--- config.mk ---
export PLATFORM = sky130hd
export DESIGN_NAME = apr_route
export DESIGN_NICKNAME = d
export VERILOG_FILES = /design/src/pkg/apr_pkg.sv /design/src/hw/apr_route.sv
export SDC_FILE = /design/constraint.sdc
export NUM_CORES = 1
export LEC_CHECK = 0
export ABC_AREA = 1
export BUFFER_PORTS_ARGS = -buffer_cell sky130_fd_sc_hd__buf_2
export CAP_MARGIN = 25
export CORE_MARGIN = 10
export CORE_UTILIZATION = 48
export CTS_CLUSTER_DIAMETER = 200
export DETAILED_ROUTE_END_ITERATION = 12
export PLACE_DENSITY = 0.88
export RECOVER_POWER = 100
export SETUP_SLACK_MARGIN = 0.2
export SYNTH_ARGS = -nofsm -noshare
export SYNTH_HDL_FRONTEND = slang
export SYNTH_SLANG_ARGS = --single-unit
--- constraint.sdc ---
create_clock -name clock -period 1.7 [get_ports clock]
set_input_delay 0.085 -clock clock [delete_from_list [all_inputs] [get_ports clock]]
set_output_delay 0.085 -clock clock [all_outputs]
set_load 0.03 [all_outputs]
--- src/pkg/apr_pkg.sv ---
/*
  Constants and carrier types for the second alert pin routing block.
  Assumes a 250 MHz core clock and a register port from the serial decoder.
*/
package apr_pkg;

  // ---------------------------------------------------------------
  // Register map
  // ---------------------------------------------------------------
  localparam logic [7:0] APR_ROUTE_ADDR = 8'h28;
  localparam logic [23:0] APR_ROUTE_RESET = 24'h000000;
  localparam int APR_OC_LSB = 20;
  localparam int APR_UC_LSB = 16;
  localparam int APR_OV1_BIT = 15;
  localparam int APR_OV_LSB = 12;
  localparam int APR_UV_LSB = 8;
  localparam int APR_OP_LSB = 4;
  localparam int APR_ACC_BIT = 3;
  localparam int APR_CNT_BIT = 2;
  localparam int APR_CC_BIT = 1;

  // ---------------------------------------------------------------
  // Fullness thresholds
  // ---------------------------------------------------------------
  localparam logic [1:0] APR_FULL_100 = 2'h0;
  localparam logic [1:0] APR_FULL_15_16 = 2'h1;
  localparam logic [1:0] APR_FULL_7_8 = 2'h2;
  localparam logic [1:0] APR_FULL_3_4 = 2'h3;

  // ---------------------------------------------------------------
  // Timing
  // ---------------------------------------------------------------
  localparam int APR_CLK_MHZ = 250;
  localparam int APR_PULSE_NS = 5000;
  localparam int APR_PULSE_CYC = APR_PULSE_NS * APR_CLK_MHZ / 1000;
  localparam logic [10:0] APR_PULSE_LEN = 11'(APR_PULSE_CYC);

  // Index 3 of every 4-bit vector is channel 1, index 0 channel 4
  typedef struct packed {
    logic [3:0] over_current;
    logic [3:0] under_current;
    logic [3:0] over_voltage;
    logic [3:0] under_voltage;
    logic [3:0] over_power;
  } apr_limit_t;

  // Accumulator top four bits and overflow flags
  typedef struct packed {
    logic [3:0][3:0] acc_top;
    logic [3:0] accumulator_full_route;
    logic [3:0] cnt_top;
    logic cnt_ovf;
  } apr_fill_t;

  // Fullness selects taken from the neighbouring limits register
  typedef struct packed {
    logic [3:0][1:0] acc_sel;
    logic [1:0] cnt_sel;
  } apr_fill_sel_t;

endpackage

--- src/hw/apr_route.sv ---
/*
  Second alert pin routing: register, event gating, conversion pulse and
  multipurpose pin control. Event inputs come from logic on the same clock;
  the pin input is asynchronous and synchronised here.
*/
`timescale 1ns/1ps
module apr_route
  import apr_pkg::*;
(
  input wire logic clock, // 250 MHz core clock
  input wire logic reset_n, // Async reset, active low
  input wire logic clk_en, // Freezes all state when low
  input wire logic reg_wr, // Register write strobe
  input wire logic reg_rd, // Register read strobe
  input wire logic [7:0] reg_addr, // Register address
  input wire logic [23:0] reg_wdata, // Register write data
  output logic [23:0] reg_rdata_ff, // Read data, one cycle after strobe
  input wire apr_limit_t limit_evt, // Limit comparator levels
  input wire apr_fill_t fill_evt, // Accumulator fill levels
  input wire apr_fill_sel_t fill_sel, // Fullness thresholds
  input wire logic conv_done, // One-cycle conversion end pulse
  input wire logic pin_alert_mode, // Pin selected as alert output
  input wire logic gpio_out, // General purpose output value
  input wire logic gpio_oe, // General purpose output enable
  input wire logic pin_in, // Pin level, asynchronous
  output logic pin_out_ff, // Pin drive value
  output logic pin_oe_ff, // Pin output enable
  output logic gpio_in_ff, // Synchronised pin level
  output logic slow_req_ff // Slow sampling request from the pin
);

  // ---------------------------------------------------------------
  // Fullness compare
  // ---------------------------------------------------------------
  function automatic logic fill_trip(input logic [3:0] top,
                                     input logic ovf,
                                     input logic [1:0] sel);
    logic trip;
    trip = ovf;
    unique case (sel)
      APR_FULL_100: trip = ovf;
      APR_FULL_15_16: trip = ovf | (&top);
      APR_FULL_7_8: trip = ovf | (&top[3:1]);
      APR_FULL_3_4: trip = ovf | (&top[3:2]);
    endcase
    return trip;
  endfunction

  logic [23:0] route_ff;
  logic [10:0] pulse_cnt_ff;
  logic sync1_ff;
  logic sync2_ff;
  logic [3:0] acc_trip;
  logic cnt_trip;
  logic routed_any;
  logic nxt_alert;

  // ---------------------------------------------------------------
  // Routing register
  // ---------------------------------------------------------------
  always_ff @(posedge clock or negedge reset_n) begin
    if (!reset_n) begin
      route_ff <= APR_ROUTE_RESET;
    end else if (clk_en && reg_wr && reg_addr == APR_ROUTE_ADDR) begin
      route_ff <= {reg_wdata[23:1], 1'b0};
    end
  end

  always_ff @(posedge clock or negedge reset_n) begin
    if (!reset_n) begin
      reg_rdata_ff <= 24'h000000;
    end else if (clk_en && reg_rd) begin
      if (reg_addr == APR_ROUTE_ADDR) begin
        reg_rdata_ff <= {route_ff[23:1], 1'b0};
      end else begin
        reg_rdata_ff <= 24'h000000;
      end
    end
  end

  // ---------------------------------------------------------------
  // Event gating
  // ---------------------------------------------------------------
  for (genvar i = 0; i < 4; i++) begin : g_acc
    assign acc_trip[i] = fill_trip(fill_evt.acc_top[i],
                                   fill_evt.accumulator_full_route[i],
                                   fill_sel.acc_sel[i]);
  end
  assign cnt_trip = fill_trip(fill_evt.cnt_top, fill_evt.cnt_ovf,
                              fill_sel.cnt_sel);

  always_comb begin
    routed_any = 1'b0;
    routed_any |= |(limit_evt.over_current & route_ff[23:20]);
    routed_any |= |(limit_evt.under_current & route_ff[19:16]);
    routed_any |= limit_evt.over_voltage[3] & route_ff[APR_OV1_BIT];
    routed_any |= |(limit_evt.over_voltage[2:0] & route_ff[14:12]);
    routed_any |= |(limit_evt.under_voltage & route_ff[11:8]);
    routed_any |= |(limit_evt.over_power & route_ff[7:4]);
    routed_any |= (|acc_trip) & route_ff[APR_ACC_BIT];
    routed_any |= cnt_trip & route_ff[APR_CNT_BIT];
  end

  // ---------------------------------------------------------------
  // Conversion pulse
  // ---------------------------------------------------------------
  always_ff @(posedge clock or negedge reset_n) begin
    if (!reset_n) begin
      pulse_cnt_ff <= 11'h000;
    end else if (clk_en) begin
      if (conv_done && route_ff[APR_CC_BIT]) begin
        pulse_cnt_ff <= APR_PULSE_LEN;
      end else if (pulse_cnt_ff != 11'h000) begin
        pulse_cnt_ff <= pulse_cnt_ff - 11'h001;
      end
    end
  end

  assign nxt_alert = routed_any | (pulse_cnt_ff != 11'h000);

  // ---------------------------------------------------------------
  // Pin control
  // ---------------------------------------------------------------
  always_ff @(posedge clock or negedge reset_n) begin
    if (!reset_n) begin
      pin_out_ff <= 1'b0;
      pin_oe_ff <= 1'b0;
    end else if (clk_en) begin
      if (pin_alert_mode) begin
        pin_out_ff <= nxt_alert;
        pin_oe_ff <= 1'b1;
      end else begin
        pin_out_ff <= gpio_out;
        pin_oe_ff <= gpio_oe;
      end
    end
  end

  always_ff @(posedge clock or negedge reset_n) begin
    if (!reset_n) begin
      sync1_ff <= 1'b0;
      sync2_ff <= 1'b0;
    end else if (clk_en) begin
      sync1_ff <= pin_in;
      sync2_ff <= sync1_ff;
    end
  end

  always_ff @(posedge clock or negedge reset_n) begin
    if (!reset_n) begin
      gpio_in_ff <= 1'b0;
      slow_req_ff <= 1'b0;
    end else if (clk_en) begin
      gpio_in_ff <= sync2_ff;
      slow_req_ff <= sync2_ff & ~pin_alert_mode;
    end
  end

  // ---------------------------------------------------------------
  // Checks
  // ---------------------------------------------------------------
  logic [10:0] chk_hi_ff;
  always_ff @(posedge clock or negedge reset_n) begin
    if (!reset_n) begin
      chk_hi_ff <= 11'h000;
    end else if (clk_en) begin
      // Restart on a level event or a retrigger, both may hold the pin
      if (routed_any || (conv_done && route_ff[APR_CC_BIT])) begin
        chk_hi_ff <= 11'h000;
      end else if (pin_out_ff && pin_alert_mode) begin
        chk_hi_ff <= chk_hi_ff + 11'h001;
      end else begin
        chk_hi_ff <= 11'h000;
      end
    end
  end

  ov_route_a: assert property (@(posedge clock) disable iff (!reset_n)
    clk_en && pin_alert_mode && limit_evt.over_voltage[1]
    && route_ff[13] |=> pin_out_ff)
    else $error("routed channel 3 overvoltage did not raise pin");

  uv_route_a: assert property (@(posedge clock) disable iff (!reset_n)
    clk_en && pin_alert_mode && limit_evt.under_voltage[3]
    && route_ff[11] |=> pin_out_ff)
    else $error("routed channel 1 undervoltage did not raise pin");

  op_route_a: assert property (@(posedge clock) disable iff (!reset_n)
    clk_en && pin_alert_mode && limit_evt.over_power[0]
    && route_ff[4] |=> pin_out_ff)
    else $error("routed channel 4 overpower did not raise pin");

  acc_route_a: assert property (@(posedge clock) disable iff (!reset_n)
    clk_en && pin_alert_mode && fill_evt.accumulator_full_route[2]
    && route_ff[APR_ACC_BIT] |=> pin_out_ff)
    else $error("accumulator overflow did not raise pin");

  cnt_route_a: assert property (@(posedge clock) disable iff (!reset_n)
    clk_en && pin_alert_mode && fill_evt.cnt_ovf
    && route_ff[APR_CNT_BIT] |=> pin_out_ff)
    else $error("counter overflow did not raise pin");

  pulse_len_a: assert property (@(posedge clock) disable iff (!reset_n)
    clk_en && conv_done && route_ff[APR_CC_BIT]
    |=> pulse_cnt_ff == APR_PULSE_LEN)
    else $error("conversion pulse length wrong");

  pulse_end_a: assert property (@(posedge clock) disable iff (!reset_n)
    chk_hi_ff <= APR_PULSE_LEN + 11'h001)
    else $error("conversion pulse too long");

  gpio_mode_a: assert property (@(posedge clock) disable iff (!reset_n)
    clk_en && !pin_alert_mode |=> pin_out_ff == $past(gpio_out))
    else $error("alert drove pin in gpio mode");

  slow_off_a: assert property (@(posedge clock) disable iff (!reset_n)
    clk_en && pin_alert_mode |=> !slow_req_ff)
    else $error("slow request seen in alert mode");

  bit0_zero_a: assert property (@(posedge clock) disable iff (!reset_n)
    !reg_rdata_ff[0] && !route_ff[0])
    else $error("unimplemented bit 0 nonzero");

  quiet_pin_a: assert property (@(posedge clock) disable iff (!reset_n)
    clk_en && pin_alert_mode && !routed_any && pulse_cnt_ff == 11'h000
    |=> !pin_out_ff)
    else $error("pin raised with no routed event");

endmodule

=== Yosys cells after proc, flatten, opt, wreduce, memory -nomap -nowiden ===
Cells that the tools add are included.

* Bits of input ports: 97
* Bits in writable memories: 0
* Logic and storage cells: 102
* Register bits after elaboration: 64
* Latch bits: 0
* Memories kept: 0
* Bits in read-only memories: 0

* Bitwise operators: 33
* Reductions and logical operators: 33
* Add/sub/neg operators: 1
* Multipliers: 0
* Divide/modulo/power cells: 0
* Magnitude comparators: 0
* Equal/unequal tests: 16
* Shift operators: 0
* Mux-type cells: 10

{| class="wikitable"
|+ Operator list
! cell !! number
|-
| 24-bit two-way mux || 1
|-
| 1-bit OR || 23
|-
| 11-bit two-way mux || 2
|-
| 2-bit equality test (second input constant) || 10
|-
| 1-bit one-hot mux with 4 select lines || 5
|-
| 4-bit AND reduction || 5
|-
| 4-bit OR reduction || 5
|-
| 4-bit bitwise AND || 4
|-
| 3-bit AND reduction || 5
|-
| 2-bit AND reduction || 6
|-
| 11-bit nonzero test || 1
|-
| 11-bit by 1-bit subtractor with 11-bit output (second input constant) || 1
|-
| 2-bit by 1-bit equality test with 1-bit output (second input constant) || 5
|-
| 2-bit logical NOT || 5
|-
| 8-bit by 6-bit equality test with 1-bit output (second input constant) || 1
|-
| 1-bit bitwise AND || 4
|-
| 1-bit logical AND || 4
|-
| 3-bit bitwise AND || 1
|-
| 3-bit OR reduction || 1
|-
| 1-bit two-way mux || 2
|-
| 2-bit nonzero test || 1
|-
| 1-bit inverter || 1
|}

=== Logic depth before layout (Yosys ltp) ===
Gate-level depths: netlist of run 1.

* Word-level depth: 11
* Mapped depth: 11

=== Least setup slack after synthesis of run 1 ===
OpenSTA, ideal clock, no wires.

* Path kind: register -> register
* From: reg pulse_cnt_ff[0]
* To: reg pulse_cnt_ff[6]
* Period minus slack after synthesis: 1537 ps
* Setup time: 126 ps
* Path buffers: 1
* Data required time: 1574 ps
* Arrival time: 1411 ps
* Path slack: 163 ps
* Stages on the path, launching flop included: 11
* Cell sequence: dfrtp_1 > inv_1 > ha_1 > nand3_2 > nor2_2 > nand2_1 > nand2_2 > inv_2 > nor2_4 > buf_6 > o21ai_0

* Cells in the longest elaborated chain, start to end: 3

{| class="wikitable"
|+ RTL lines
! element !! line !! RTL
|-
| start: declaration || apr_route.sv:50 || <nowiki>logic [10:0] pulse_cnt_ff;</nowiki>
|-
| start signal: assignment || apr_route.sv:114 || <nowiki>pulse_cnt_ff <= pulse_cnt_ff - 11'h001;</nowiki>
|-
| 11-bit by 1-bit subtractor with 11-bit output or 11-bit nonzero test (tied branches) || apr_route.sv:114, apr_route.sv:113 ||
|-
| 11-bit two-way mux or 2-bit nonzero test (tied branches) || - ||
|-
| 11-bit two-way mux or 2-bit AND reduction (tied branches) || - ||
|}

Parallel ways exist; a longest one is shown, timed or not. The select of a mux whose other input is x is not followed.
A chain may end at the register's enable or synchronous reset.

=== Worst setup path in the final report of run 1 ===
* From: reg pulse_cnt_ff[6]
* To: reg pulse_cnt_ff[9]

Same word-level chain as after synthesis.

==> PnR_summary.wiki, run 1 <==
{| class="wikitable"
! Metric !! Value
|-
| Status || finished clean
|-
| Clock tree sinks || 63
|-
| Total standard cell area after synthesis || 3080 um2
|-
| Data arrival, critical path || 1.83 ns
|-
| Kind of critical path || reg -> reg
|-
| Count of mapped cells out of synthesis || 394
|-
| Pin count of the biggest net entering global routing || 64
|-
| Mean area per synthesized cell || 7.82 um2
|-
| Setup slack after placement || 0.112 ns
|-
| WP buf/inv || 2
|-
| Number of I/O pins || 125
|-
| Count of vias placed by the detailed router || 3152
|-
| Wire length of the first global-routing pass || 15.2 mm
|-
| Worst Hold Class || in -> reg
|-
| Clock Power Share || 34.1%
|-
| Detailed Routing Iterations Pass 1 || 4
|-
| Max-slew violations || 0
|-
| Number of fill cells in the layout || 500
|-
| EDFF count, synth || 0
|-
| Area added between synthesis and finish || 41.0%
|-
| Share of cell area taken by muxes after synthesis || 0%
|-
| Initial Util || 49.1%
|-
| Dominant combinational cell family by area after synthesis || simple AND/OR/NAND/NOR gates
|-
| Least-Margin Pin Slew || 0.898 ns
|-
| Switching component of the power || 1.33 mW
|-
| Area of the multi-input gates || 1330 um2
|-
| Async S/R FF share, synth || 100%
|-
| Cell type with the highest occurrence count on the critical path || nand2_1
|-
| Critical Path Start Type || register
|-
| Synthesis-stage register bit count || 63
|-
| Share of synthesized cell area in and, or, nand and nor gates || 28.3%
|-
| Instance count on the critical path || 10
|-
| Number of buffers inserted by port buffering || 122
|-
| Fin crit period || 1.55 ns
|-
| Final core utilization || 69.2%
|-
| Number of cell rows || 29
|-
| Initial antenna violation count || 1
|-
| Post-route setup TNS || 0 ns
|-
| Area after detailed placement || 3800 um2
|-
| Clock tree from TritonCTS || yes
|-
| Count of max-cap constraint violations || 0
|-
| Leakage power || 2.26 nW
|-
| Total non-filler cell area in the finished layout || 4340 um2
|-
| Post-Synth Adder-Cell Area || 0.406%
|-
| Total number of nets in the final design || 651
|-
| Sequential share of power || 42.0%
|-
| Worst path top cell family by delay || simple AND/OR/NAND/NOR gates
|-
| Top FF cell, synth || dfrtp_1
|-
| Reg2reg start || pulse_cnt_ff[6]
|-
| Total length of routed wires || 9.59 mm
|-
| Starting DRT DRC Count || 163
|-
| Kind of capture point of the worst setup path || register
|-
| Count of H-tree levels built during CTS || 3
|-
| Drc violations || 0
|-
| Worst reg-to-reg setup slack || 0.15 ns
|-
| ANT nets after route || 0
|-
| Final Hold Viols || 0
|-
| Post-Synth XOR/XNOR Area || 1.99%
|-
| Placeable Area || 6280 um2
|-
| Vias per inst || 4.96
|-
| Via count of the first global-routing pass || 3243
|-
| Critical path launch point || pulse_cnt_ff[6]
|-
| Average wire per standard cell || 15.1 um
|-
| Normalized max-slew margin || 40.1%
|-
| Pwr Total || 4.34 mW
|-
| Max rail drop VDD || 668 uV
|-
| Final setup margin || 0.151 ns
|-
| F_max || 0.646 GHz
|-
| Slowest CP cell || dfrtp_1
|-
| Total power density per cell area || 1000 nW/um2
|-
| Worst reg2reg endpoint || pulse_cnt_ff[9]
|-
| Fraction of layout cells with a size suffix above 1 || 25.3%
|-
| Worst R2R Path Depth || 10
|-
| Unrepaired setup endpoints after global routing || true
|-
| Final RePlAce weighted congestion || 0.863
|-
| Worst Hold Path Cells || 3
|-
| Worst clock skew || 0.00953 ns
|-
| Sequential standard cell area || 1580 um2
|-
| Maximum clock insertion buffer count || 2
|-
| Die X || 100 um
|-
| Ordered list of cells on the worst path || nor2_1 -> nand2_1 -> nor2_2 -> nand2_1 -> nand2_2 -> inv_2 -> nor2_4 -> clkbuf_16 -> nand2_1 -> nand2_1
|-
| Non-filler instance count after layout || 636
|-
| Count of yosys warnings during synthesis || 0
|-
| Clk Latency, worst-skew pair || 0.35 ns
|-
| # placed instances || 587
|-
| Buffer type at the clock tree root || clkbuf_8
|-
| Comb pwr share || 23.9%
|-
| Data required time of the critical path || 1.98 ns
|-
| Portion of the post-synthesis area used by sequential elements || 51.2%
|-
| Die boundary height || 100 um
|-
| Count of final setup violators || 0
|-
| Endpoint of the most critical setup path || pulse_cnt_ff[9]
|-
| Die area || 10000 um2
|-
| Detailed-placement wirelength estimate || 6.71 mm
|-
| Overall Global Routing Usage || 19.0%
|-
| Worst path max stage delay || 0.45 ns
|-
| Post-route fraction of the period consumed by the critical path || 91.1%
|-
| Pint || 3.01 mW
|-
| Critical Path Fanout Max || 5
|-
| Compound-Gate Fraction of Synth Area || 10.8%
|-
| Proportion of total power due to net switching || 30.6%
|-
| Num CTS Buffers || 9
|-
| Post-CTS clock slew at the launch and capture registers of the worst setup and hold paths || 0.07 ns
|-
| Synth cell types || 36
|-
| Syn nets || 492
|-
| Worst-case hold slack || 0.0265 ns
|-
| Overflow left after global routing || 0
|}
==> worst min-delay path: cells and delay by family <==
kind                   cells  cell delay [ns]
AOI/OAI and AO/OA          1             0.12
buffers and inverters      1             0.08
and+or+nand+nor            1             0.04
==> state kept, by name (all words and copies together) (netlist names) <==
signal        cells
pin_out_ff        1
pin_oe_ff         1
reg_rdata_ff     23
gpio_in_ff        1
slow_req_ff       1
sync2_ff          1
sync1_ff          1
route_ff         23
pulse_cnt_ff     11
==> cells in the final DEF, fill, tap and decap left out, drive strengths merged <==
cell	n
nand2	156
buf	104
dfrtp	63
o21ai	54
clkbuf	41
inv	40
nor2	29
dlygate4sd3	26
nand3	7
xnor2	4
nand4	4
a21o	3
nand3b	3
a21oi	3
xor2	3
nor3	2
bufinv	2
clkinvlp	2
nor4	2
clkinv	2
diode	1
o31ai	1
o22ai	1
nor3b	1
and2	1
or2	1
a22oi	1
ha	1
conb	1
==> power by group through the flow <==
stage	logic, mW	registers, mW	clock network, mW
floorplan	0.551	1.80	0
global placement	0.804	1.81	0
detailed placement	0.848	1.81	0
CTS	0.951	1.79	1.50
global route	1.17	1.84	1.57
finish	1.04	1.82	1.48
==> synth_stat cells, types with 2 or more instances <==
| master | number | area, um2 |
|---|---|---|
| o21ai_1 | 23 | 115 |
| nand4_1 | 3 | 18.8 |
| dfrtp_1 | 63 | 1580 |
| nor2_1 | 25 | 93.8 |
| buf_2 | 5 | 25.0 |
| nand2_2 | 2 | 12.5 |
| clkbuf_1 | 5 | 18.8 |
| xnor2_1 | 4 | 35.0 |
| nor2_2 | 3 | 18.8 |
| nand3_1 | 6 | 30.0 |
| o21ai_0 | 30 | 150 |
| xor2_1 | 3 | 26.3 |
| a21oi_1 | 3 | 15.0 |
| nand3b_1 | 3 | 22.5 |
| a21o_1 | 3 | 22.5 |
| buf_4 | 2 | 15.0 |
| inv_1 | 38 | 143 |
| nand2_1 | 154 | 578 |
| nor3_1 | 2 | 10.0 |
==> per-layer routing <==
metal  track usage, %  vias to the layer above  part of all wire (%)
met3             7.69                       25                   8.3
met5                0                        -                     0
met1             19.8                     1454                    39
li1                 -                     1554                     -
met2             32.3                      119                    50
met4             9.78                        0                   3.3
==> logic make-up after synthesis <==
kind of cell | after synthesis
fa+ha+maj | 1
other cells | 1
compound gates | 63
buf+inv | 53
flops | 63
xor+xnor | 7
simple gates | 206
==> final cells by class <==
type                            instances  share of cell area, %
Sequential cell                        63                   36.3
Multi-Input combinational cell        278                   30.6
Timing Repair Buffer                  161                   22.1
Inverter                               40                   3.46
Clock buffer                           10                   3.17
Tap cell                               77                   2.22
Clock inverter                          6                   2.13
Antenna cell                            1                 0.0576
==> worst min-delay path by stage <==
stage                 start  slack [ns]           end
2_1_floorplan       reset_n       -0.21    gpio_in_ff
3_3_place_gp        reset_n        0.12  route_ff[22]
3_5_place_dp        reset_n        0.12  route_ff[18]
4_1_cts        reg_wdata[2]        0.02   route_ff[2]
5_1_grt        reg_wdata[2]        0.07   route_ff[2]
6_report       reg_wdata[2]        0.03   route_ff[2]
==> what timing repair did <==
| action | 4_1_cts | 5_1_grt |
|---|---|---|
| hold endpoints to repair | 88 | 0 |
| setup endpoints to repair | 10 | 11 |
| hold buffers | 26 | 0 |
| cloned | 0 | 1 |
| gates resized for setup | 3 | 12 |
| setup buffers | 1 | 4 |
Note: power is estimated with default switching activity, not from simulation.
==> run 2: changes to the inputs <==
ABC_AREA = not set   (was 1)
CORE_UTILIZATION = 47   (was 48)
HOLD_SLACK_MARGIN = 0.03   (was not set)
SETUP_SLACK_MARGIN = not set   (was 0.2)
==> PnR_summary.wiki, run 2 <==
{| class="wikitable"
! Metric !! Value
|-
| Die area || 9500 um2 (-5.2%)
|-
| Number of antenna repair diodes || 0 (-1)
|-
| Biggest area contributors in the synthesized netlist || dfrtp_1, mux2_2, nand2_1
|-
| Post-CTS clock slew at the launch and capture registers of the worst setup and hold paths || 0.07 ns (about the same)
|-
| Kind of capture point of the worst setup path || register
|-
| Commonest non-fill, non-tap cells in the layout || buf_2, dfrtp_1, nand2_1
|-
| Wire length of the first global-routing pass || 14.5 mm (-4.4%)
|-
| Synth cell types || 40 (+11%)
|-
| F_max || 0.524 GHz (-19%)
|-
| Placeable Area || 5890 um2 (-6.2%)
|-
| Count of final setup violators || 11 (+11)
|-
| Pint || 3.03 mW (+0.57%)
|-
| Post-route fraction of the period consumed by the critical path || 112% (+21 points)
|-
| Clock Power Share || 34.4% (+0.3 points)
|-
| Detailed Routing Iterations Pass 1 || 4 (unchanged)
|-
| Normalized max-slew margin || 7.28% (-33 points)
|-
| Vias per inst || 5.21 (+5.2%)
|-
| Count of max-cap constraint violations || 0 (unchanged)
|-
| Initial Util || 47.9% (-1.1 points)
|-
| Regs by FF count || reg_rdata_ff: 23 flops, route_ff: 23 flops, pulse_cnt_ff: 11 flops
|-
| Clock tree from TritonCTS || yes
|-
| Mean area per synthesized cell || 10.6 um2 (+35%)
|-
| Leakage power || 1.98 nW (-12%)
|-
| Worst-case hold path end point || slow_req_ff
|-
| Count of mapped cells out of synthesis || 267 (-32%)
|-
| Clk Latency, worst-skew pair || 0.34 ns (about the same)
|-
| Worst Hold Path Cells || 3 (unchanged)
|-
| Commonest non-fill, non-tap cell in the layout || buf_2
|-
| EDFF count, synth || 0 (unchanged)
|-
| Total number of nets in the final design || 535 (-18%)
|-
| Number of buffers inserted by port buffering || 122 (unchanged)
|-
| Pin count of the biggest net entering global routing || 47 (-27%)
|-
| Critical Path Fanout Max || 7 (+2)
|-
| Violations in the final reports || negative setup slack
|-
| Top FF cell, synth || dfrtp_1
|-
| Die X || 97.5 um (-2.6%)
|-
| Synthesis-stage register bit count || 63 (unchanged)
|-
| Switching component of the power || 1.12 mW (-16%)
|-
| Worst clock skew || 0.0101 ns (+0.000543 ns)
|-
| Area added between synthesis and finish || 47.8%
|-
| Final core utilization || 70.8% (+1.6 points)
|-
| Buffer type at the clock tree root || clkbuf_8
|-
| Total length of routed wires || 9.07 mm (-5.4%)
|-
| Status || finished with violations
|-
| Reg2reg start || pulse_cnt_ff[5]
|-
| Detailed-placement wirelength estimate || 6.53 mm (-2.6%)
|-
| Overall Global Routing Usage || 18.9% (-0.14 points)
|-
| Ordered list of cells on the worst path || or4_4 -> o41ai_4 -> buf_6 -> nor4_1 -> xnor2_1 -> nand2_1
|-
| Fraction of layout cells with a size suffix above 1 || 39.0% (+14 points)
|-
| Die boundary height || 97.5 um (-2.6%)
|-
| Sequential share of power || 42.2% (+0.2 points)
|-
| Fin crit period || 1.91 ns (+0.360 ns)
|-
| Critical Path Start Type || register
|-
| Average wire per standard cell || 17.6 um (+17%)
|-
| Count of H-tree levels built during CTS || 3 (unchanged)
|-
| Portion of the post-synthesis area used by sequential elements || 55.9% (+4.7 points)
|-
| Final RePlAce weighted congestion || 0.844 (-2.2%)
|-
| Post-synthesis cell type with the largest combined area || dfrtp_1
|-
| Max-slew violations || 0 (unchanged)
|-
| Comb pwr share || 23.4% (-0.5 points)
|-
| Total standard cell area after synthesis || 2820 um2 (-8.4%)
|-
| Data arrival, critical path || 2.12 ns (+0.29 ns)
|-
| Number of I/O pins || 125 (unchanged)
|-
| Worst path max stage delay || 0.58 ns (+0.13 ns)
|-
| Drc violations || 0 (unchanged)
|-
| Async S/R FF share, synth || 100% (unchanged)
|-
| Slowest CP cell || or4_4
|-
| # placed instances || 473 (-19%)
|-
| Data required time of the critical path || 1.92 ns (-0.06 ns)
|-
| Initial antenna violation count || 0 (-1)
|-
| Worst hold path startpoint || pin_alert_mode
|-
| Worst Hold Class || in -> reg
|-
| Unrepaired setup endpoints after global routing || true
|-
| Clock tree sinks || 63 (unchanged)
|-
| Final setup margin || -0.208 ns (-0.360 ns)
|-
| Fraction of post-synthesis cell area in the top cell type by area || 55.9% (+4.7 points)
|-
| Count of yosys warnings during synthesis || 0 (unchanged)
|-
| Final Hold Viols || 0 (unchanged)
|-
| Syn nets || 365 (-26%)
|-
| Count of vias placed by the detailed router || 2689 (-15%)
|-
| Most used standard cells in the synthesized netlist || dfrtp_1, nand2_1, o21ai_0
|-
| Kind of critical path || reg -> reg
|-
| Worst reg-to-reg setup slack || -0.21 ns (-0.36 ns)
|-
| Non-filler instance count after layout || 516 (-19%)
|-
| Worst R2R Path Depth || 6 (-4)
|-
| Count leader, synth || dfrtp_1
|-
| Overflow left after global routing || 0 (unchanged)
|-
| Worst reg2reg endpoint || pulse_cnt_ff[5]
|-
| Number of cell rows || 28 (-3.4%)
|-
| Worst path top cell family by delay || simple AND/OR/NAND/NOR gates
|-
| ANT nets after route || 0 (unchanged)
|-
| WP buf/inv || 1 (-1)
|-
| Total power density per cell area || 996 nW/um2 (-0.44%)
|-
| Proportion of total power due to net switching || 27.0% (-3.6 points)
|-
| Via count of the first global-routing pass || 2871 (-11%)
|-
| Max rail drop VDD || 790 uV (+18%)
|-
| Num CTS Buffers || 9 (unchanged)
|-
| Starting DRT DRC Count || 118 (-28%)
|-
| Post-route setup TNS || -1.87 ns (-1.87 ns)
|-
| Maximum clock insertion buffer count || 2 (unchanged)
|-
| Least-Margin Pin Slew || 1.39 ns (+0.493 ns)
|}
run 2: logic make-up after synthesis:
logic type,share of synthesized area (%)
XOR/XNOR,1.86
flip-flops,55.9
AND/OR/NAND/NOR,15.6
multiplexers,9.98
AO/OA/AOI/OAI,13.1
buffers and inverters,2.93
other,0.133
adder cells (fa/ha/maj),0.444
run 2: layer usage:
| metal | GRT usage [%] | wire length [um] | share of wire (%) |
|---|---|---|---|
| met5 | 0 | 0 | 0 |
| met4 | 6.15 | 194 | 2.1 |
| met3 | 8.89 | 845 | 9.3 |
| met2 | 32.3 | 4600 | 51 |
| met1 | 19.9 | 3430 | 38 |
run 2: area by class of cell:
| cell class | instances | area [um2] |
|---|---|---|
| Clock buffer | 10 | 138 |
| Clock inverter | 5 | 82.6 |
| Fill cell | 451 | 1720 |
| Inverter | 6 | 22.5 |
| Multi-Input combinational cell | 185 | 1230 |
| Sequential cell | 63 | 1580 |
| Tap cell | 75 | 93.8 |
| Timing Repair Buffer | 172 | 1030 |
run 2: worst max path at each step:
| stage | from | to | slack, ns | cells after the start |
|---|---|---|---|---|
| final | pulse_cnt_ff[5] | pulse_cnt_ff[5] | -0.21 | 6 |
| after global routing | pulse_cnt_ff[0] | pulse_cnt_ff[5] | -0.34 | 8 |
| after CTS | pulse_cnt_ff[0] | pin_out_ff | -0.21 | 6 |
| after detailed placement | pulse_cnt_ff[1] | pin_out_ff | -0.27 | 6 |
| after global placement | pulse_cnt_ff[1] | pin_out_ff | -0.21 | 6 |
| after floorplan | pulse_cnt_ff[4] | pulse_cnt_ff[5] | -0.23 | 5 |
run 2: what timing repair did:
action                     CTS  global route
resized for setup           13             0
setup endpoints to repair   12            12
hold buffers                27             0
pin swaps                    5             6
setup buffers                1             0
cloned                       0             0
hold endpoints to repair    49             0
run 2: worst min-delay path: cells and delay by family:
family / cells / cell delay, ns
compound gates: 1 / 0.09
simple gates: 1 / 0.14
buf+inv: 1 / 0.09
run 2: power by group through the flow:
| stage | registers [mW] | logic [mW] | clock network, mW |
|---|---|---|---|
| floorplan | 1.79 | 0.386 | 0 |
| finish | 1.75 | 0.970 | 1.43 |
| detailed placement | 1.77 | 0.863 | 0 |
| global route | 1.76 | 1.07 | 1.52 |
| CTS | 1.74 | 0.977 | 1.45 |
| global placement | 1.76 | 0.829 | 0 |
run 2: metrics by stage:
stage / hold WS, ns / setup WS, ns / cell area (um2) / power (mW)
final: 0.106 / -0.208 / 4170 / 4.15
after detailed placement: 0.117 / -0.265 / 3680 / 2.63
after CTS: 0.0792 / -0.206 / 4220 / 4.18
after global placement: 0.111 / -0.211 / 3680 / 2.58
after floorplan: -0.211 / -0.227 / 2840 / 2.18
after global routing: 0.108 / -0.337 / 4170 / 4.36
